`src/bdcr_defines.vh`:
```
// register map, field positions, reset values and timing constants
`ifndef BDCR_DEFINES_VH
`define BDCR_DEFINES_VH

// ----------------------------------------------------------------------
// register offsets
// ----------------------------------------------------------------------
`define BDCR_ADDR_CMD        6'h08
`define BDCR_ADDR_DRV_IN     6'h09
`define BDCR_ADDR_CFG_FAULT  6'h0A
`define BDCR_ADDR_CFG_DIAG   6'h0B
`define BDCR_ADDR_CFG_TIME   6'h0C
`define BDCR_ADDR_CFG_COMB   6'h0D

// ----------------------------------------------------------------------
// reset values
// ----------------------------------------------------------------------
`define BDCR_RST_CMD         8'h09
`define BDCR_RST_DRV_IN      8'h0C
`define BDCR_RST_CFG_FAULT   8'h10
`define BDCR_RST_CFG_DIAG    8'h00
`define BDCR_RST_CFG_TIME    8'h40
`define BDCR_RST_CFG_COMB    8'h04

// ----------------------------------------------------------------------
// writable bit masks, unavailable bits read zero
// ----------------------------------------------------------------------
`define BDCR_MASK_CMD        8'h1B
`define BDCR_MASK_DRV_IN     8'h0F
`define BDCR_MASK_CFG_FAULT  8'hFF
`define BDCR_MASK_CFG_DIAG   8'hE7
`define BDCR_MASK_CFG_TIME   8'hDF
`define BDCR_MASK_CFG_COMB   8'hDF

// ----------------------------------------------------------------------
// field positions
// ----------------------------------------------------------------------
`define BDCR_CMD_CLR_BIT     7
`define BDCR_CMD_INLK_HI     4
`define BDCR_CMD_INLK_LO     3
`define BDCR_CMD_CFLK_HI     1
`define BDCR_CMD_CFLK_LO     0
`define BDCR_IN_OFF1_BIT     3
`define BDCR_IN_OFF2_BIT     2
`define BDCR_IN_EN1_BIT      1
`define BDCR_IN_PH2_BIT      0
`define BDCR_CF_OLA_EN_BIT   7
`define BDCR_CF_OV_HI        6
`define BDCR_CF_OV_LO        5
`define BDCR_CF_SSC_BIT      4
`define BDCR_CF_OCP_RT_BIT   3
`define BDCR_CF_TSD_RT_BIT   2
`define BDCR_CF_OV_RT_BIT    1
`define BDCR_CF_OLA_RT_BIT   0
`define BDCR_CD_EXT_BIT      7
`define BDCR_CD_DIAG_HI      6
`define BDCR_CD_DIAG_LO      5
`define BDCR_CD_TRIP_HI      2
`define BDCR_CD_TRIP_LO      0
`define BDCR_CT_REGULATION_OFF_TIME_HI      7
`define BDCR_CT_REGULATION_OFF_TIME_LO      6
`define BDCR_CT_SR_HI        4
`define BDCR_CT_SR_LO        2
`define BDCR_CT_MODE_HI      1
`define BDCR_CT_MODE_LO      0
`define BDCR_CC_OFF_SEL_BIT  2
`define BDCR_CC_EN1_SEL_BIT  1
`define BDCR_CC_PH2_SEL_BIT  0

// ----------------------------------------------------------------------
// lock codes, overvoltage codes
// ----------------------------------------------------------------------
`define BDCR_INLK_UNLOCK     2'b10
`define BDCR_CFLK_LOCK       2'b10
`define BDCR_OV_DISABLED     2'b11

// ----------------------------------------------------------------------
// timing: off time base and step in microseconds, clock in MHz
// ----------------------------------------------------------------------
`define BDCR_REGULATION_OFF_TIME_BASE_US    20
`define BDCR_REGULATION_OFF_TIME_STEP_US    10
`define BDCR_CLK_MHZ         40
`define BDCR_REGULATION_OFF_TIME_CNT_W      12

`endif

```
`src/bdcr_sync.v`:
```
// two-flop synchroniser for asynchronous inputs
`timescale 1ns/1ps

module bdcr_sync #(
    parameter RST_VAL = 1'b0
) (
    // clock and reset
    input  wire clk,
    input  wire arst_n,
    // data
    input  wire d,
    output wire q
);

    reg meta_q;
    reg sync_q;

    always @(posedge clk or negedge arst_n) begin
        if (!arst_n) begin
            meta_q <= RST_VAL;
            sync_q <= RST_VAL;
        end else begin
            meta_q <= d;
            sync_q <= meta_q;
        end
    end

    assign q = sync_q;

endmodule // bdcr_sync

```
`src/bdcr_regs.v`:
```
// serial-port command and configuration register bank of a bridge driver
//
// Contract
// - fault clear releases faults and indicator
// - only 10b unlocks drive-input register copy
// - 10b locks configuration, others unlock
// - bit 3 mirrors shutoff pin, bridge1
// - bit 2 shuts bridge 2 independently
// - bit 1 mirrors enable/input-1 pin
// - bit 0 mirrors phase/input-2 pin
// - open-load active detection enable bit
// - independent low-side load disables open-load
// - overvoltage threshold select, 11b disables
// - spread spectrum off bit resets one
// - overcurrent reaction retry or latch
// - overtemperature reaction retry or latch
// - overvoltage and undervoltage reaction select
// - open-load reaction retry or latch
// - extra coast states in pulse mode
// - load-type selection bits six to five
// - current-trip level bits two to zero
// - off-time field twenty to fifty microseconds
// - slew rate selection bits four-two
// - bridge control mode bits one-zero
// - unavailable bits read back zero; combine register bits 7-6 and 4-3 keep their written values
// - shutoff pin combine select, default AND
// - input pins combine select, default OR
`timescale 1ns/1ps
`include "bdcr_defines.vh"

module bdcr_regs #(
    parameter [1:0] INDEP_MODE = 2'b10
) (
    // clock and reset
    input  wire       clk,
    input  wire       arst_n,
    // serial port
    input  wire       sclk,
    input  wire       cs_n,
    input  wire       sdi,
    output reg        sdo,
    output reg        sdo_oe,
    // drive pins
    input  wire       shutoff_pin,
    input  wire       enable_input1_pin,
    input  wire       phase_input2_pin,
    // fault logic
    input  wire [7:0] fault_summary,
    input  wire       fault_event,
    input  wire       load_low_side,
    output reg        fault_clear_cmd,
    output reg        fault_indicator_n,
    output reg        fault_indicator_n_oe,
    // effective drive inputs
    output reg        bridge1_off,
    output reg        bridge2_off,
    output reg        eff_enable_input1,
    output reg        eff_phase_input2,
    // configuration outputs
    output reg        openload_active_en,
    output reg [1:0]  overvoltage_threshold,
    output reg        overvoltage_det_en,
    output reg        spread_spectrum_off,
    output reg        overcurrent_retry,
    output reg        overtemp_retry,
    output reg        overvoltage_retry,
    output reg        openload_retry,
    output reg        pwm_coast_extend,
    output reg [1:0]  load_type_sel,
    output reg [2:0]  current_trip_level,
    output reg [1:0]  regulation_off_time,
    output reg [`BDCR_REGULATION_OFF_TIME_CNT_W-1:0] off_time_cycles,
    output reg [2:0]  slew_rate_sel,
    output reg [1:0]  bridge_mode
);

    // ------------------------------------------------------------------
    // input synchronisers
    // ------------------------------------------------------------------
    wire sclk_s;
    wire cs_n_s;
    wire sdi_s;
    wire off_pin_s;
    wire en_pin_s;
    wire ph_pin_s;

    bdcr_sync #(.RST_VAL(1'b0)) u_sync_sclk (
        .clk(clk), .arst_n(arst_n), .d(sclk), .q(sclk_s));
    bdcr_sync #(.RST_VAL(1'b1)) u_sync_cs (
        .clk(clk), .arst_n(arst_n), .d(cs_n), .q(cs_n_s));
    bdcr_sync #(.RST_VAL(1'b0)) u_sync_sdi (
        .clk(clk), .arst_n(arst_n), .d(sdi), .q(sdi_s));
    bdcr_sync #(.RST_VAL(1'b1)) u_sync_off (
        .clk(clk), .arst_n(arst_n), .d(shutoff_pin), .q(off_pin_s));
    bdcr_sync #(.RST_VAL(1'b0)) u_sync_en (
        .clk(clk), .arst_n(arst_n), .d(enable_input1_pin),
        .q(en_pin_s));
    bdcr_sync #(.RST_VAL(1'b0)) u_sync_ph (
        .clk(clk), .arst_n(arst_n), .d(phase_input2_pin),
        .q(ph_pin_s));

    // ------------------------------------------------------------------
    // registers and frame state
    // ------------------------------------------------------------------
    reg  [7:0]  cmd_q;
    reg  [7:0]  drv_in_q;
    reg  [7:0]  cfg_fault_q;
    reg  [7:0]  cfg_diag_q;
    reg  [7:0]  cfg_time_q;
    reg  [7:0]  cfg_comb_q;
    reg         sclk_d1_q;
    reg         cs_d1_q;
    reg  [4:0]  bit_cnt_q;
    reg  [15:0] rx_q;
    reg  [15:0] tx_q;
    reg         fault_latched_q;
    reg  [7:0]  rdata;

    wire sclk_rise  = sclk_s & ~sclk_d1_q;
    wire sclk_fall  = ~sclk_s & sclk_d1_q;
    wire cs_start   = ~cs_n_s & cs_d1_q;
    wire cs_end     = cs_n_s & ~cs_d1_q;
    wire frame_ok   = (bit_cnt_q == 5'd16);
    // header: bit 14 high marks a read
    wire frame_wr   = cs_end & frame_ok & ~rx_q[14];
    wire [5:0] waddr = rx_q[13:8];
    wire [7:0] wdata = rx_q[7:0];
    wire in_unlocked = (cmd_q[`BDCR_CMD_INLK_HI:`BDCR_CMD_INLK_LO]
                        == `BDCR_INLK_UNLOCK);
    wire cfg_locked  = (cmd_q[`BDCR_CMD_CFLK_HI:`BDCR_CMD_CFLK_LO]
                        == `BDCR_CFLK_LOCK);
    wire clr_write   = frame_wr && (waddr == `BDCR_ADDR_CMD) &&
                       wdata[`BDCR_CMD_CLR_BIT];

    // ------------------------------------------------------------------
    // read mux
    // ------------------------------------------------------------------
    always @* begin
        // address ends with the bit sampled on the 8th rise
        case ({rx_q[4:0], sdi_s})
            `BDCR_ADDR_CMD:       rdata = cmd_q;
            `BDCR_ADDR_DRV_IN:    rdata = drv_in_q;
            `BDCR_ADDR_CFG_FAULT: rdata = cfg_fault_q;
            `BDCR_ADDR_CFG_DIAG:  rdata = cfg_diag_q;
            `BDCR_ADDR_CFG_TIME:  rdata = cfg_time_q;
            `BDCR_ADDR_CFG_COMB:  rdata = cfg_comb_q;
            default:              rdata = 8'h00;
        endcase
    end

    // ------------------------------------------------------------------
    // serial frame engine
    // ------------------------------------------------------------------
    always @(posedge clk or negedge arst_n) begin
        if (!arst_n) begin
            sclk_d1_q <= 1'b0;
            cs_d1_q   <= 1'b1;
            bit_cnt_q <= 5'd0;
            rx_q      <= 16'h0000;
            tx_q      <= 16'h0000;
            sdo       <= 1'b0;
            sdo_oe    <= 1'b0;
        end else begin
            sclk_d1_q <= sclk_s;
            cs_d1_q   <= cs_n_s;
            sdo_oe    <= ~cs_n_s;
            if (cs_start) begin
                bit_cnt_q <= 5'd0;
                tx_q      <= {fault_summary, 8'h00};
                sdo       <= fault_summary[7];
            end else if (!cs_n_s) begin
                if (sclk_rise && bit_cnt_q != 5'd16) begin
                    rx_q      <= {rx_q[14:0], sdi_s};
                    bit_cnt_q <= bit_cnt_q + 5'd1;
                    // header complete: place read data behind it
                    if (bit_cnt_q == 5'd7)
                        tx_q <= {tx_q[15], rdata, 7'h00};
                end else if (sclk_fall) begin
                    tx_q <= {tx_q[14:0], 1'b0};
                    sdo  <= tx_q[14];
                end
            end
        end
    end

    // ------------------------------------------------------------------
    // register writes
    // ------------------------------------------------------------------
    always @(posedge clk or negedge arst_n) begin
        if (!arst_n) begin
            cmd_q       <= `BDCR_RST_CMD;
            drv_in_q    <= `BDCR_RST_DRV_IN;
            cfg_fault_q <= `BDCR_RST_CFG_FAULT;
            cfg_diag_q  <= `BDCR_RST_CFG_DIAG;
            cfg_time_q  <= `BDCR_RST_CFG_TIME;
            cfg_comb_q  <= `BDCR_RST_CFG_COMB;
        end else if (frame_wr) begin
            case (waddr)
                // clear bit self-clears, n/a bits zero
                `BDCR_ADDR_CMD:
                    cmd_q <= wdata & `BDCR_MASK_CMD;
                `BDCR_ADDR_DRV_IN:
                    drv_in_q <= wdata & `BDCR_MASK_DRV_IN;
                default: begin
                    if (!cfg_locked) begin
                        if (waddr == `BDCR_ADDR_CFG_FAULT)
                            cfg_fault_q <= wdata & `BDCR_MASK_CFG_FAULT;
                        if (waddr == `BDCR_ADDR_CFG_DIAG)
                            cfg_diag_q <= wdata & `BDCR_MASK_CFG_DIAG;
                        if (waddr == `BDCR_ADDR_CFG_TIME)
                            cfg_time_q <= wdata & `BDCR_MASK_CFG_TIME;
                        if (waddr == `BDCR_ADDR_CFG_COMB)
                            cfg_comb_q <= wdata & `BDCR_MASK_CFG_COMB;
                    end
                end
            endcase
        end
    end

    // ------------------------------------------------------------------
    // fault clear and indicator
    // ------------------------------------------------------------------
    always @(posedge clk or negedge arst_n) begin
        if (!arst_n) begin
            fault_latched_q      <= 1'b0;
            fault_clear_cmd      <= 1'b0;
            fault_indicator_n    <= 1'b0;
            fault_indicator_n_oe <= 1'b0;
        end else begin
            fault_clear_cmd <= clr_write;
            if (fault_event)
                fault_latched_q <= 1'b1;
            else if (clr_write)
                fault_latched_q <= 1'b0;
            fault_indicator_n    <= 1'b0;
            fault_indicator_n_oe <= fault_event |
                                    (fault_latched_q & ~clr_write);
        end
    end

    // ------------------------------------------------------------------
    // effective drive inputs
    // ------------------------------------------------------------------
    wire indep   = (cfg_time_q[`BDCR_CT_MODE_HI:`BDCR_CT_MODE_LO]
                    == INDEP_MODE);
    // shutoff combine: 0 or, 1 and
    wire off_c1  = cfg_comb_q[`BDCR_CC_OFF_SEL_BIT] ?
                   (off_pin_s & drv_in_q[`BDCR_IN_OFF1_BIT]) :
                   (off_pin_s | drv_in_q[`BDCR_IN_OFF1_BIT]);
    wire off_c2  = cfg_comb_q[`BDCR_CC_OFF_SEL_BIT] ?
                   (off_pin_s & drv_in_q[`BDCR_IN_OFF2_BIT]) :
                   (off_pin_s | drv_in_q[`BDCR_IN_OFF2_BIT]);
    wire en_c    = cfg_comb_q[`BDCR_CC_EN1_SEL_BIT] ?
                   (en_pin_s & drv_in_q[`BDCR_IN_EN1_BIT]) :
                   (en_pin_s | drv_in_q[`BDCR_IN_EN1_BIT]);
    wire ph_c    = cfg_comb_q[`BDCR_CC_PH2_SEL_BIT] ?
                   (ph_pin_s & drv_in_q[`BDCR_IN_PH2_BIT]) :
                   (ph_pin_s | drv_in_q[`BDCR_IN_PH2_BIT]);

    always @(posedge clk or negedge arst_n) begin
        if (!arst_n) begin
            bridge1_off       <= 1'b1;
            bridge2_off       <= 1'b1;
            eff_enable_input1 <= 1'b0;
            eff_phase_input2  <= 1'b0;
        end else if (in_unlocked) begin
            // bit 3 stands for the shutoff pin
            bridge1_off       <= off_c1;
            // in independent mode bit 2 shuts half-bridge 2 alone, else bridge 2 follows bit 3
            bridge2_off       <= indep ? off_c2 : off_c1;
            eff_enable_input1 <= en_c;
            eff_phase_input2  <= ph_c;
        end else begin
            bridge1_off       <= off_pin_s;
            bridge2_off       <= off_pin_s;
            eff_enable_input1 <= en_pin_s;
            eff_phase_input2  <= ph_pin_s;
        end
    end

    // ------------------------------------------------------------------
    // configuration outputs
    // ------------------------------------------------------------------
    always @(posedge clk or negedge arst_n) begin
        if (!arst_n) begin
            openload_active_en    <= 1'b0;
            overvoltage_threshold <= 2'b00;
            overvoltage_det_en    <= 1'b1;
            spread_spectrum_off   <= 1'b1;
            overcurrent_retry     <= 1'b0;
            overtemp_retry        <= 1'b0;
            overvoltage_retry     <= 1'b0;
            openload_retry        <= 1'b0;
            pwm_coast_extend      <= 1'b0;
            load_type_sel         <= 2'b00;
            current_trip_level    <= 3'b000;
            regulation_off_time   <= 2'b01;
            off_time_cycles       <= `BDCR_REGULATION_OFF_TIME_CNT_W'h000;
            slew_rate_sel         <= 3'b000;
            bridge_mode           <= 2'b00;
        end else begin
            openload_active_en <= cfg_fault_q[`BDCR_CF_OLA_EN_BIT] &
                                  ~(indep & load_low_side);
            overvoltage_threshold <=
                cfg_fault_q[`BDCR_CF_OV_HI:`BDCR_CF_OV_LO];
            overvoltage_det_en <=
                (cfg_fault_q[`BDCR_CF_OV_HI:`BDCR_CF_OV_LO]
                 != `BDCR_OV_DISABLED);
            spread_spectrum_off <= cfg_fault_q[`BDCR_CF_SSC_BIT];
            overcurrent_retry <= cfg_fault_q[`BDCR_CF_OCP_RT_BIT];
            overtemp_retry    <= cfg_fault_q[`BDCR_CF_TSD_RT_BIT];
            overvoltage_retry <= cfg_fault_q[`BDCR_CF_OV_RT_BIT];
            openload_retry    <= cfg_fault_q[`BDCR_CF_OLA_RT_BIT];
            pwm_coast_extend  <= cfg_diag_q[`BDCR_CD_EXT_BIT];
            load_type_sel <= cfg_diag_q[`BDCR_CD_DIAG_HI:`BDCR_CD_DIAG_LO];
            current_trip_level <=
                cfg_diag_q[`BDCR_CD_TRIP_HI:`BDCR_CD_TRIP_LO];
            regulation_off_time <=
                cfg_time_q[`BDCR_CT_REGULATION_OFF_TIME_HI:`BDCR_CT_REGULATION_OFF_TIME_LO];
            off_time_cycles <= regulation_off_time_cycles(
                cfg_time_q[`BDCR_CT_REGULATION_OFF_TIME_HI:`BDCR_CT_REGULATION_OFF_TIME_LO]);
            slew_rate_sel <= cfg_time_q[`BDCR_CT_SR_HI:`BDCR_CT_SR_LO];
            bridge_mode   <= cfg_time_q[`BDCR_CT_MODE_HI:`BDCR_CT_MODE_LO];
        end
    end

    // off time: base plus code steps, times clock rate
    function [`BDCR_REGULATION_OFF_TIME_CNT_W-1:0] regulation_off_time_cycles;
        input [1:0] code;
        integer us;
        integer cyc;
        begin
            us  = `BDCR_REGULATION_OFF_TIME_BASE_US + code * `BDCR_REGULATION_OFF_TIME_STEP_US;
            cyc = us * `BDCR_CLK_MHZ;
            regulation_off_time_cycles = cyc[`BDCR_REGULATION_OFF_TIME_CNT_W-1:0];
        end
    endfunction

endmodule // bdcr_regs

```
`config.mk`:
```
export PLATFORM = sky130hd
export DESIGN_NAME = bdcr_regs
export DESIGN_NICKNAME = d
export VERILOG_FILES = /design/src/bdcr_sync.v /design/src/bdcr_regs.v
export VERILOG_INCLUDE_DIRS = /design/src
export SDC_FILE = /design/constraint.sdc
export NUM_CORES = 1
export LEC_CHECK = 0
export BUFFER_PORTS_ARGS = -buffer_cell sky130_fd_sc_hd__buf_2
export CAP_MARGIN = 5
export CORE_UTILIZATION = 45
export CTS_BUF_LIST = sky130_fd_sc_hd__clkbuf_8
export CTS_CLUSTER_DIAMETER = 200
export DETAILED_ROUTE_END_ITERATION = 6
export GPL_TIMING_DRIVEN = 0
export SLEW_MARGIN = 15
export SYNTH_ARGS = -nofsm -noshare
export SYNTH_HDL_FRONTEND = slang
export SYNTH_SLANG_ARGS = --single-unit
```
`constraint.sdc`:
```
create_clock -name clk -period 3.6 [get_ports clk]
set_input_delay 0.36 -clock clk [delete_from_list [all_inputs] [get_ports clk]]
set_output_delay 0.36 -clock clk [all_outputs]
set_load 0.01 [all_outputs]
```
### Yosys cells after proc, flatten, opt, wreduce, memory -nomap -nowiden

Cells that the tools add are included.

* $add $sub $neg: 2
* multiply operators: 2
* reductions and logical operators: 18
* equality and inequality tests: 22
* muxes and demuxes: 24
* bitwise gates (word level): 28

Operators by type and width (number)
* 15-bit 2-to-1 mux: 5
* 6-bit by 4-bit == test with 1-bit output (second input constant): 12
* 8-bit case mux with 6 select lines: 1
* 4-bit AND reduction: 4
* 1-bit 2-to-1 mux: 15
* 5-bit 2-to-1 mux: 3
* 1-bit bitwise AND: 13
* 1-bit inverter: 10
* 7-bit by 3-bit multiplier with 9-bit output (second input constant): 1
* 3-bit AND reduction: 3
* 5-bit by 6-bit adder with 7-bit output (first input constant): 1
* 2-bit == test (second input constant): 3
* 2-bit != test (second input constant): 3
* 2-bit AND reduction: 3
* 2-bit nonzero test: 3
* 5-bit by 1-bit adder with 5-bit output (second input constant): 1
* 5-bit by 3-bit == test with 1-bit output (second input constant): 1
* 5-bit == test (second input constant): 1
* 2-bit by 3-bit multiplier with 5-bit output (second input constant): 1
* 5-bit != test (second input constant): 1
* 1-bit bitwise OR: 5
* 1-bit logical AND: 3
* 3-bit by 2-bit != test with 1-bit output (second input constant): 1
* 3-bit nonzero test: 1
* 2-bit OR reduction: 1

* flip-flop bits (word level): 125
* input port bits: 18
* output and inout port bits: 43
* word-level logic and storage cells: 143

### Depth between registers and ports, before layout

Gate-level depths: netlist (run 1).

* word-level depth: 9
* depth in mapped cells: 9
* gate-level depth less buffers: 7

### Modules after synthesis

From an unflattened synthesis (run 1), not the netlist that was laid out.

* cells, all modules: 372
* area total of the unflattened synthesis: 4762.1 sq um

By module, submodules not included
* bdcr_regs: seq. area each 2643.8 sq um, cells each 360, times used 1, area an instance 4456.8 sq um
* bdcr_sync at u_sync_en ...: seq. area each 50.0 sq um, cells each 2, times used 4, area an instance 50.0 sq um
* bdcr_sync at u_sync_cs ...: seq. area each 52.6 sq um, cells each 2, times used 2, area an instance 52.6 sq um

### Worst setup path after synthesis (run 1)

Ideal clock, no wire load.

* kind: register to register
* start: register u_sync_cs.sync_q (netlist: u_sync_cs.q)
* end: register cfg_comb_q[1]
* stages on the path, launching flop included: 7
* setup time: 0.128 ns
* clock period less this slack: 1.904 ns
* setup slack: 1.696 ns
* path buffers: 2
* required time: 3.472 ns
* arrival: 1.776 ns
* path through: dfstp_2 > buf_4 > nand4bb_4 > a2111oi_4 > and4_1 > buf_4 > mux2_1

* longest elaborated chain between the ends: 4

RTL lines
* from (decl): RTL line bdcr_sync.v:16 `reg sync_q;`
* from (signal assigned): RTL line bdcr_sync.v:24 `sync_q <= meta_q;`
* 1-bit bitwise AND: RTL line bdcr_regs.v:122 `wire cs_end = cs_n_s & ~cs_d1_q;`
* 1-bit bitwise AND (2 in series): RTL line bdcr_regs.v:125 `wire frame_wr = cs_end & frame_ok & ~rx_q[14];`
* 4-bit AND reduction (no source line)
* to (signal assigned): RTL line bdcr_regs.v:196 `` cfg_comb_q <= `BDCR_RST_CFG_COMB; ``
* to (signal assigned): RTL line bdcr_regs.v:213 `` cfg_comb_q <= wdata & `BDCR_MASK_CFG_COMB; ``
* to (decl): RTL line bdcr_regs.v:110 `reg [7:0] cfg_comb_q;`

Every way passes these cells.
A chain may end at the register's enable or synchronous reset.

### Worst setup path in the final report (run 1)

* start: register u_sync_cs.sync_q (netlist: u_sync_cs.q)
* end: register cfg_fault_q[7]

* longest elaborated chain between the ends: 4

RTL lines
* 1-bit bitwise AND: RTL line bdcr_regs.v:122
* 1-bit bitwise AND (2 in series): RTL line bdcr_regs.v:125
* 4-bit AND reduction (no source line)
* to (signal assigned): RTL line bdcr_regs.v:193 `` cfg_fault_q <= `BDCR_RST_CFG_FAULT; ``
* to (signal assigned): RTL line bdcr_regs.v:207 `` cfg_fault_q <= wdata & `BDCR_MASK_CFG_FAULT; ``
* to (decl): RTL line bdcr_regs.v:107 `reg [7:0] cfg_fault_q;`

Every way passes these cells.

==> impl_metrics.env, run 1 <==
export IMPL_finalNonFillerCells=601
export IMPL_setup_viol=0
export IMPL_yosysSeqAreaShare_pct=62.6
export IMPL_crit_type="register to register"
export IMPL_post_cts_buffers=0
export IMPL_p_clk_share_pct=39.0
export IMPL_highest_layer="met4"
export IMPL_routedWlPerCell_um=15.1
export IMPL_fillers=882
export IMPL_dr_wl_met3_um=292
export IMPL_combPwrFrac_pct=7.6
export IMPL_power_frac_seq_pct=53.5
export IMPL_crit_fanout=9
export IMPL_syn_area_per_cell_um2=12.6
export IMPL_grtUsageTotal_pct=18.5
export IMPL_whs_ns=0.0343
export IMPL_wl_met1_um=4290
export IMPL_clk_latency_ns=0.42
export IMPL_numCtsBuffers=17
export IMPL_ys_async_sr_fraction_pct=100
export IMPL_power_density_nw_per_um2=469
export IMPL_ioPinCount=61
export IMPL_max_freq_mhz=475
export IMPL_place_gp_congestion=0.770
export IMPL_start_util_pct=47.3
export IMPL_hp_class="primary input to register"
export IMPL_area_delta_synth_final_pct=18.0
export IMPL_internal_power_uw=1920
export IMPL_multi_input_area_um2=1620
export IMPL_firstDrtPassIters=4
export IMPL_core_area_um2=9950
export IMPL_antenna_cells=0
export IMPL_tightest_slew_ns=0.786
export IMPL_via_per_inst=5.07
export IMPL_switchingPower_uw=689
export IMPL_fin_ws_ns=1.50
export IMPL_fin_skew_ns=0.0118
export IMPL_routed_wl_um=9090
export IMPL_hold_violations=0
export IMPL_met2WireLength_um=4420
export IMPL_maxCapViolCount=0
export IMPL_path_clk_slew_ns=0.07
export IMPL_dp_hpwl_um=6230
export IMPL_cts_tree="done"
export IMPL_cts_root_buf="clkbuf_8"
export IMPL_maxSlewHeadroom_pct=46.8
export IMPL_htreeDepth=4
export IMPL_period_share_pct=58.4
export IMPL_vias=3050
export IMPL_place_inst=567
export IMPL_dp_slack_ns=1.50
export IMPL_die_h_um=104
export IMPL_synth_area_top_cells="dfrtp_1, dfstp_2, mux2_2, nand2_1, mux2i_1"
export IMPL_drt_iter0_markers=179
export IMPL_critPathRequiredTime_ns=3.90
export IMPL_fin_crit_ns=2.10
export IMPL_grt_pass1_wl_um=15300
export IMPL_clock_tree_buffer_depth=2
export IMPL_cts_sinks=117
export IMPL_portBuffers=55
export IMPL_synth_seq_cells=117
export IMPL_drive_gt1_share_pct=34.0
export IMPL_synth_ff_type="dfrtp_1"
export IMPL_antenna_found_initial=0
export IMPL_synth_area_um2=4710
export IMPL_ys_types=52
export IMPL_ff_latch_area_um2=2950
export IMPL_status="completed"
export IMPL_grt_max_degree=87
export IMPL_synth_top_cell_area_share_pct=53.1
export IMPL_synth_edf_count=0
export IMPL_crit_path_start_kind="register"
export IMPL_synth_warnings=0
export IMPL_power_leakage_uw=0.00272
export IMPL_synth_most_common_cell="dfrtp_1"
export IMPL_yosys_area_top_type="dfrtp_1"
export IMPL_synth_commonest_cells="dfrtp_1, nand2_1, mux2_2"
export IMPL_rsz0062_at_grt="false"
export IMPL_p_sw_share_pct=26.5
export IMPL_drc_errors=0
export IMPL_arrival_ns=2.41
export IMPL_nets=479
export IMPL_peakVddDrop_uv=188
export IMPL_gr_total_overflow=0
export IMPL_cp_end_kind="register"
export IMPL_synth_cells=374
export IMPL_rows=36
export IMPL_setup_tns_ns=0
export IMPL_drv_slew=0
export IMPL_die_w_um=104
export IMPL_drtAntennaViolNets=0
export IMPL_first_global_vias=2914
export IMPL_dieArea_um2=10900
power by group through the flow:
stage / combinational [µW] / sequential [µW] / clock [µW]
finish: 197 / 1390 / 1020
global route: 223 / 1400 / 1110
CTS: 199 / 1390 / 1040
detailed placement: 198 / 1420 / 0
global placement: 190 / 1410 / 0
floorplan: 118 / 1410 / 0
critical path: stages (launching register included):
cell	delay [ns]
dfstp_2	0.53
buf_4	0.17
nand4bb_4	0.14
a2111oi_4	0.35
nand2_2	0.11
nor2_4	0.29
mux2_2	0.38
metrics by stage:
step | power (µW) | instance area (µm²) | utilization, %
floorplan | 1530 | 4720 | -
global placement | 1600 | 5160 | 51.9
detailed placement | 1610 | 5200 | 52.2
CTS | 2630 | 5550 | 55.7
global route | 2730 | 5560 | 55.8
finish | 2610 | 5560 | 55.8
final timing paths:
check	from	to	slack [ns]	cells after the start
setup / recovery	u_sync_cs.q$_DFF_PN1_	cfg_fault_q[7]$_DFFE_PN0P_	1.50	6
max in group asynchronous	arst_n	u_sync_cs.q$_DFF_PN1_	2.49	3
hold / removal	shutoff_pin	u_sync_off.meta_q$_DFF_PN1_	0.03	1
min in group asynchronous	arst_n	cfg_time_q[3]$_DFFE_PN0P_	0.37	2
hold reg to reg	u_sync_ph.meta_q$_DFF_PN0_	u_sync_ph.q$_DFF_PN0_	0.35	0
setup reg to reg	u_sync_cs.q$_DFF_PN1_	cfg_fault_q[7]$_DFFE_PN0P_	1.50	6
routing by layer:
layer  up-vias  track usage [%]
li1       1453                -
met1      1530             25.7
met2        59             28.0
met3         8             5.08
met4         0             6.43
met5         -                0
sequential cells by signal, summed over array words and instances, names as in the netlist, 5 cells and up:
| name | count |
|---|---|
| cfg_diag_q | 6 |
| tx_q | 8 |
| cfg_comb_q | 7 |
| off_time_cycles | 8 |
| cfg_time_q | 7 |
| rx_q | 15 |
| bit_cnt_q | 5 |
| cfg_fault_q | 8 |
repair_timing:
action	in CTS	in global routing
hold endpoints to repair	28	1
hold buffers	1	1
resized for setup	0	0
cell families after synthesis:
logic type | after synthesis | synth area share, %
AO/OA/AOI/OAI | 54 | 7.73
XOR/XNOR | 3 | 0.558
adder cells (fa/ha/maj) | 6 | 1.59
buffers and inverters | 30 | 3.22
flip-flops | 117 | 62.6
multiplexers | 48 | 11.7
other | 1 | 0.0796
AND/OR/NAND/NOR | 115 | 12.5
placed cells by master (no fill, tap or decap), types with 5 or more instances in the layout:
| cell | n |
|---|---|
| clkinvlp_4 | 6 |
| a21oi_1 | 13 |
| mux2i_1 | 11 |
| buf_4 | 8 |
| conb_1 | 5 |
| mux2_1 | 7 |
| mux2_2 | 28 |
| inv_1 | 14 |
| o21ai_0 | 20 |
| buf_2 | 61 |
| dfrtp_1 | 100 |
| nand2_1 | 60 |
| nor2_1 | 18 |
| clkbuf_8 | 18 |
| nor2b_1 | 5 |
| ha_1 | 6 |
| dfstp_2 | 17 |
area by class of cell:
cell class | instances | share of cell area [%]
plain buffers | 18 | 1.91
clock buffers | 18 | 4.46
clock inverters | 14 | 1.62
inverters | 12 | 0.811
multi-input cells | 231 | 29.2
flip-flops and latches | 117 | 53.1
well taps | 133 | 2.99
repair buffers | 58 | 5.92
Power figures use the tool's default switching activity.
==> run 2, diff against run 1 <==
PLACE_DENSITY = 0.67   (was default)
clock period = 1.88 ns   (was 3.6 ns; I/O delays follow)
==> run 2 against run 1 <==
The flow now finishes with violations (negative setup slack). Sequential share of layout area down 3.9 points. Final area increased by 8.1%. Fmax rose by 7.2%. Clock-buffer cell count rose by 4. Sequential power is 93% higher. Sequential cell count is the same. Critical path depth up 1. Worst hold slack better by 0.039 ns. Critical endpoint is now cfg_comb_q[3]$_DFFE_PN0P_. Highest routed layer unchanged.
==> impl_metrics.env, run 2 (same netlist as run 1, synthesis figures left out) <==
export IMPL_drt_iter0_markers=137
export IMPL_startpoint="u_sync_cs.q$_DFF_PN1_"
export IMPL_die_w_um=104
export IMPL_critical_path_top_delay_family="flip-flops"
export IMPL_firstDrtPassIters=5
export IMPL_peakVddDrop_uv=496
export IMPL_dieArea_um2=10900
export IMPL_rsz0062_at_grt="true"
export IMPL_cp_end_kind="register"
export IMPL_drv_slew=0
export IMPL_drc_errors=0
export IMPL_layout_common_cells="dfrtp_1, buf_2, nand2_1"
export IMPL_max_freq_mhz=510
export IMPL_portBuffers=55
export IMPL_fin_crit_ns=1.96
export IMPL_critPathRequiredTime_ns=2.19
export IMPL_power_uw=5530
export IMPL_finalNonFillerCells=621
export IMPL_clk_latency_ns=0.43
export IMPL_clock_tree_buffer_depth=2
export IMPL_period_share_pct=104
export IMPL_final_core_util_pct=60.3
export IMPL_grtUsageTotal_pct=19.0
export IMPL_nets=500
export IMPL_vias=3173
export IMPL_via_per_inst=5.11
export IMPL_cts_sinks=117
export IMPL_critical_path_cell_chain="buf_6 -> nand4bb_4 -> a2111oi_4 -> buf_4 -> and4_1 -> buf_6 -> mux2_4"
export IMPL_start_util_pct=47.3
export IMPL_fin_skew_ns=0.0105
export IMPL_hold_start="fault_summary[4]"
export IMPL_drive_gt1_share_pct=39.8
export IMPL_crit_fanout=7
export IMPL_numCtsBuffers=17
export IMPL_htreeDepth=4
export IMPL_antenna_found_initial=0
export IMPL_maxCapViolCount=0
export IMPL_critPathBufInv=3
export IMPL_fin_ws_ns=-0.0814
export IMPL_area_delta_synth_final_pct=27.5
export IMPL_regMostFlops="rx_q"
export IMPL_ioPinCount=61
export IMPL_critPathSlowestCell="dfstp_2"
export IMPL_endpoint="cfg_comb_q[3]$_DFFE_PN0P_"
export IMPL_slowest_delay_ns=0.54
export IMPL_power_density_nw_per_um2=920
export IMPL_crit_type="register to register"
export IMPL_routed_wl_um=9500
export IMPL_ff2ff_setup_slack_ns=-0.08
export IMPL_cp_depth=7
export IMPL_path_common_cell="buf_6"
export IMPL_arrival_ns=2.28
export IMPL_cts_tree="done"
export IMPL_power_leakage_uw=0.00291
export IMPL_die_h_um=104
export IMPL_dp_hpwl_um=6250
export IMPL_grt_pass1_wl_um=15800
export IMPL_status="finished with violations"
export IMPL_path_clk_slew_ns=0.07
export IMPL_crit_path_start_kind="register"
export IMPL_core_area_um2=9950
export IMPL_hp_class="primary input to register"
export IMPL_drtAntennaViolNets=0
export IMPL_antenna_cells=0
export IMPL_first_global_vias=3073
export IMPL_cts_root_buf="clkbuf_8"
export IMPL_place_gp_congestion=0.785
export IMPL_gr_total_overflow=0
export IMPL_r2r_start="u_sync_cs.q$_DFF_PN1_"
export IMPL_largest_reg_flops=15
export IMPL_hold_violations=0
export IMPL_dp_slack_ns=-0.173
export IMPL_grt_max_degree=73
export IMPL_worstRegToRegCells=7
export IMPL_place_inst=567
export IMPL_layout_commonest_cell="dfrtp_1"
export IMPL_rr_endpoint="cfg_comb_q[3]$_DFFE_PN0P_"
export IMPL_rows=36
export IMPL_setup_viol=15
export IMPL_routedWlPerCell_um=15.3
export IMPL_violations="negative setup slack"
## run 2: what timing repair did
action | 4_1_cts | 5_1_grt
gates resized for setup | 18 | 32
pin swaps | 5 | 5
endpoints found under the hold margin | 55 | 0
hold buffers | 10 | 0
setup endpoints to repair | 42 | 60
setup buffers | 5 | 8
## run 2: how the worst min path moves through the flow
stage                                        endpoint  cells after the start  slack (ns)
final                            tx_q[12]$_DFFE_PN0P_                      3        0.07
after global routing              tx_q[8]$_DFFE_PN0P_                      3        0.06
after CTS                        tx_q[12]$_DFFE_PN0P_                      3        0.06
after detailed placement     overtemp_retry$_DFF_PN0_                      1        0.14
after global placement    u_sync_off.meta_q$_DFF_PN1_                      1        0.29
after floorplan              bit_cnt_q[0]$_DFFE_PN0P_                      0       -0.11
## run 2: metal layers
metal  vias up  track usage [%]  wire length, µm
li1       1493                -                -
met1      1584             24.8             4180
met2        81             29.8             4780
met3        15             5.33              365
met4         0             7.86              166
met5         -                0                0
## run 2: where the power goes
part | internal (µW) | switching, µW | total [µW]
clock network | 1470 | 956 | 2430
registers | 2610 | 70.7 | 2680
logic | 169 | 254 | 423
total | 4240 | 1280 | 5530
## run 2: metrics by stage
step	TNS, ns	hold slack [ns]	cell area (µm²)
final	-0.662	0.0732	6000
after global routing	-3.37	0.0619	6000
after CTS	-1.37	0.0574	5860
after detailed placement	-3.75	0.139	5210
after global placement	-75.45	0.293	5170
after floorplan	0	-0.108	4730
## run 2: cell type report
| class | instances | area [µm²] |
|---|---|---|
| repair buffers | 79 | 527 |
| multi-input cells | 231 | 1760 |
| fillers | 821 | 3950 |
| clock buffers | 22 | 303 |
| plain buffers | 18 | 129 |
| flip-flops and latches | 117 | 2950 |
| inverters | 12 | 45.0 |
| well taps | 133 | 166 |
| clock inverters | 9 | 124 |
## run 2: worst reg2reg max path, delay by kind of cell (launching register included)
family | cells | cell delay (ns)
flip-flops | 1 | 0.54
buffers and inverters | 3 | 0.45
AND/OR/NAND/NOR | 2 | 0.34
multiplexers | 1 | 0.32
AO/OA/AOI/OAI | 1 | 0.20
==> run 3, diff against run 2 <==
CORE_UTILIZATION = 44   (was 45)
PLACE_DENSITY = 0.66   (was 0.67)
==> run 3 against run 2 <==
The run still ends with negative setup slack left. Cell count up 0.16%. Global-route usage is 0.13 points lower. Clock-buffer cell count shrank 2. Die area is 2.2% higher. Combinational power hardly changed. Largest cell class unchanged.
==> impl_metrics.env, run 3 (same netlist as run 1, synthesis figures left out) <==
export IMPL_status="finished with violations"
export IMPL_violations="negative setup slack"
export IMPL_ff2ff_setup_slack_ns=-0.05
export IMPL_antenna_found_initial=0
export IMPL_max_freq_mhz=518
export IMPL_peakVddDrop_uv=429
export IMPL_firstDrtPassIters=5
export IMPL_place_gp_congestion=0.800
export IMPL_routedWlPerCell_um=15.6
export IMPL_layout_common_cells="dfrtp_1, nand2_1, buf_2"
export IMPL_dp_slack_ns=-0.193
export IMPL_layout_commonest_cell="dfrtp_1"
export IMPL_holdPathEnd="tx_q[8]$_DFFE_PN0P_"
export IMPL_start_util_pct=45.4
export IMPL_vias=3121
export IMPL_die_h_um=105
export IMPL_cts_root_buf="clkbuf_8"
export IMPL_worstRegToRegCells=8
export IMPL_crit_path_start_kind="register"
export IMPL_rr_endpoint="cfg_fault_q[6]$_DFFE_PN0P_"
export IMPL_gr_total_overflow=0
export IMPL_nets=497
export IMPL_clk_latency_ns=0.43
export IMPL_numCtsBuffers=17
export IMPL_antenna_cells=0
export IMPL_via_per_inst=5.02
export IMPL_hold_depth=3
export IMPL_finalNonFillerCells=622
export IMPL_rows=37
export IMPL_power_density_nw_per_um2=932
export IMPL_drv_slew=0
export IMPL_path_clk_slew_ns=0.07
export IMPL_fin_crit_ns=1.93
export IMPL_htreeDepth=4
export IMPL_crit_type="register to register"
export IMPL_rsz0062_at_grt="true"
export IMPL_dp_hpwl_um=6370
export IMPL_setup_viol=8
export IMPL_die_w_um=105
export IMPL_fin_ws_ns=-0.0512
export IMPL_hp_class="primary input to register"
export IMPL_grtUsageTotal_pct=18.8
export IMPL_first_global_vias=3077
export IMPL_drt_iter0_markers=138
export IMPL_hold_start="fault_summary[0]"
export IMPL_cp_end_kind="register"
export IMPL_grt_max_degree=83
export IMPL_arrival_ns=2.25
export IMPL_period_share_pct=103
export IMPL_crit_fanout=8
export IMPL_cts_sinks=117
export IMPL_regMostFlops="rx_q"
export IMPL_drtAntennaViolNets=0
export IMPL_grt_pass1_wl_um=15800
export IMPL_place_inst=570
export IMPL_whs_ns=0.0825
export IMPL_ioPinCount=61
export IMPL_power_leakage_uw=0.00290
export IMPL_area_delta_synth_final_pct=27.5
export IMPL_fin_skew_ns=0.0105
export IMPL_drive_gt1_share_pct=39.3
export IMPL_r2r_start="u_sync_cs.q$_DFF_PN1_"
export IMPL_dieArea_um2=11100
export IMPL_clock_tree_buffer_depth=2
export IMPL_drc_errors=0
export IMPL_power_uw=5590
export IMPL_critPathRequiredTime_ns=2.19
export IMPL_portBuffers=55
export IMPL_final_core_util_pct=57.9
export IMPL_largest_reg_flops=15
export IMPL_maxCapViolCount=0
export IMPL_routed_wl_um=9730
export IMPL_hold_violations=0
export IMPL_core_area_um2=10400
export IMPL_cts_tree="done"
run 3: changes by cell type in the layout (fill, tap and decap cells not counted), moves of 2 or more:
| cell | change |
|---|---|
| buf_4 | -2 |
| clkinv_2 | -2 |
| clkbuf_8 | -2 |
| nor2_2 | +3 |
| nand2_1 | +2 |
| clkinvlp_4 | +2 |
| ha_1 | -2 |
| nor2_4 | -2 |
| inv_2 | +2 |
| nand2_2 | -2 |
run 3: repair_timing:
item                       4_1_cts  5_1_grt
hold buffers                    10        0
setup buffers                    4        6
gates resized for setup         20       31
pin swaps                        4        7
setup endpoints to repair       41       61
hold endpoints to repair        45        0
run 3: power breakdown:
part           switching, µW  internal [µW]  total [µW]
logic                    254            170         423
registers               70.5           2600        2670
clock network            966           1530        2490
total                   1290           4300        5590
run 3: metrics by stage:
step | instance area [µm²] | setup TNS (ns)
after global placement | 5180 | -74.63
after floorplan | 4730 | 0
final | 6000 | -0.322
after CTS | 5870 | -2.74
after global routing | 6000 | -2.08
after detailed placement | 5210 | -3.47
run 3: worst max path at each step:
stage	start	to	cells after the start
2_1_floorplan	u_sync_cs.q$_DFF_PN1_	cfg_comb_q[1]$_DFFE_PN0P_	6
3_3_place_gp	arst_n	u_sync_sclk.meta_q$_DFF_PN0_	1
3_5_place_dp	u_sync_cs.q$_DFF_PN1_	cfg_fault_q[2]$_DFFE_PN0P_	6
4_1_cts	u_sync_cs.q$_DFF_PN1_	cfg_comb_q[3]$_DFFE_PN0P_	6
5_1_grt	bit_cnt_q[0]$_DFFE_PN0P_	cfg_fault_q[5]$_DFFE_PN0P_	9
6_report	u_sync_cs.q$_DFF_PN1_	cfg_fault_q[6]$_DFFE_PN0P_	8
run 3: worst max-delay path, stage by stage, from the launching register on:
cell       delay [ns]
dfstp_2          0.54
buf_6            0.10
nand4bb_4        0.13
a2111oi_4        0.22
buf_4            0.19
nand2_2          0.07
nor2_4           0.11
buf_12           0.15
mux2_4           0.30
run 3: area by class of cell:
type | instances | area [µm²]
well taps | 136 | 170
clock inverters | 12 | 161
clock buffers | 20 | 275
flip-flops and latches | 117 | 2950
fillers | 862 | 4370
plain buffers | 18 | 130
multi-input cells | 231 | 1770
inverters | 12 | 45.0
repair buffers | 76 | 500
run 3: per-layer routing:
layer,up-vias,global-route usage [%],share of wire (%)
met2,80,29.6,48
met3,21,4.95,3.9
met5,-,0,0
met4,0,8.25,2.4
li1,1489,-,-
met1,1531,24.7,45
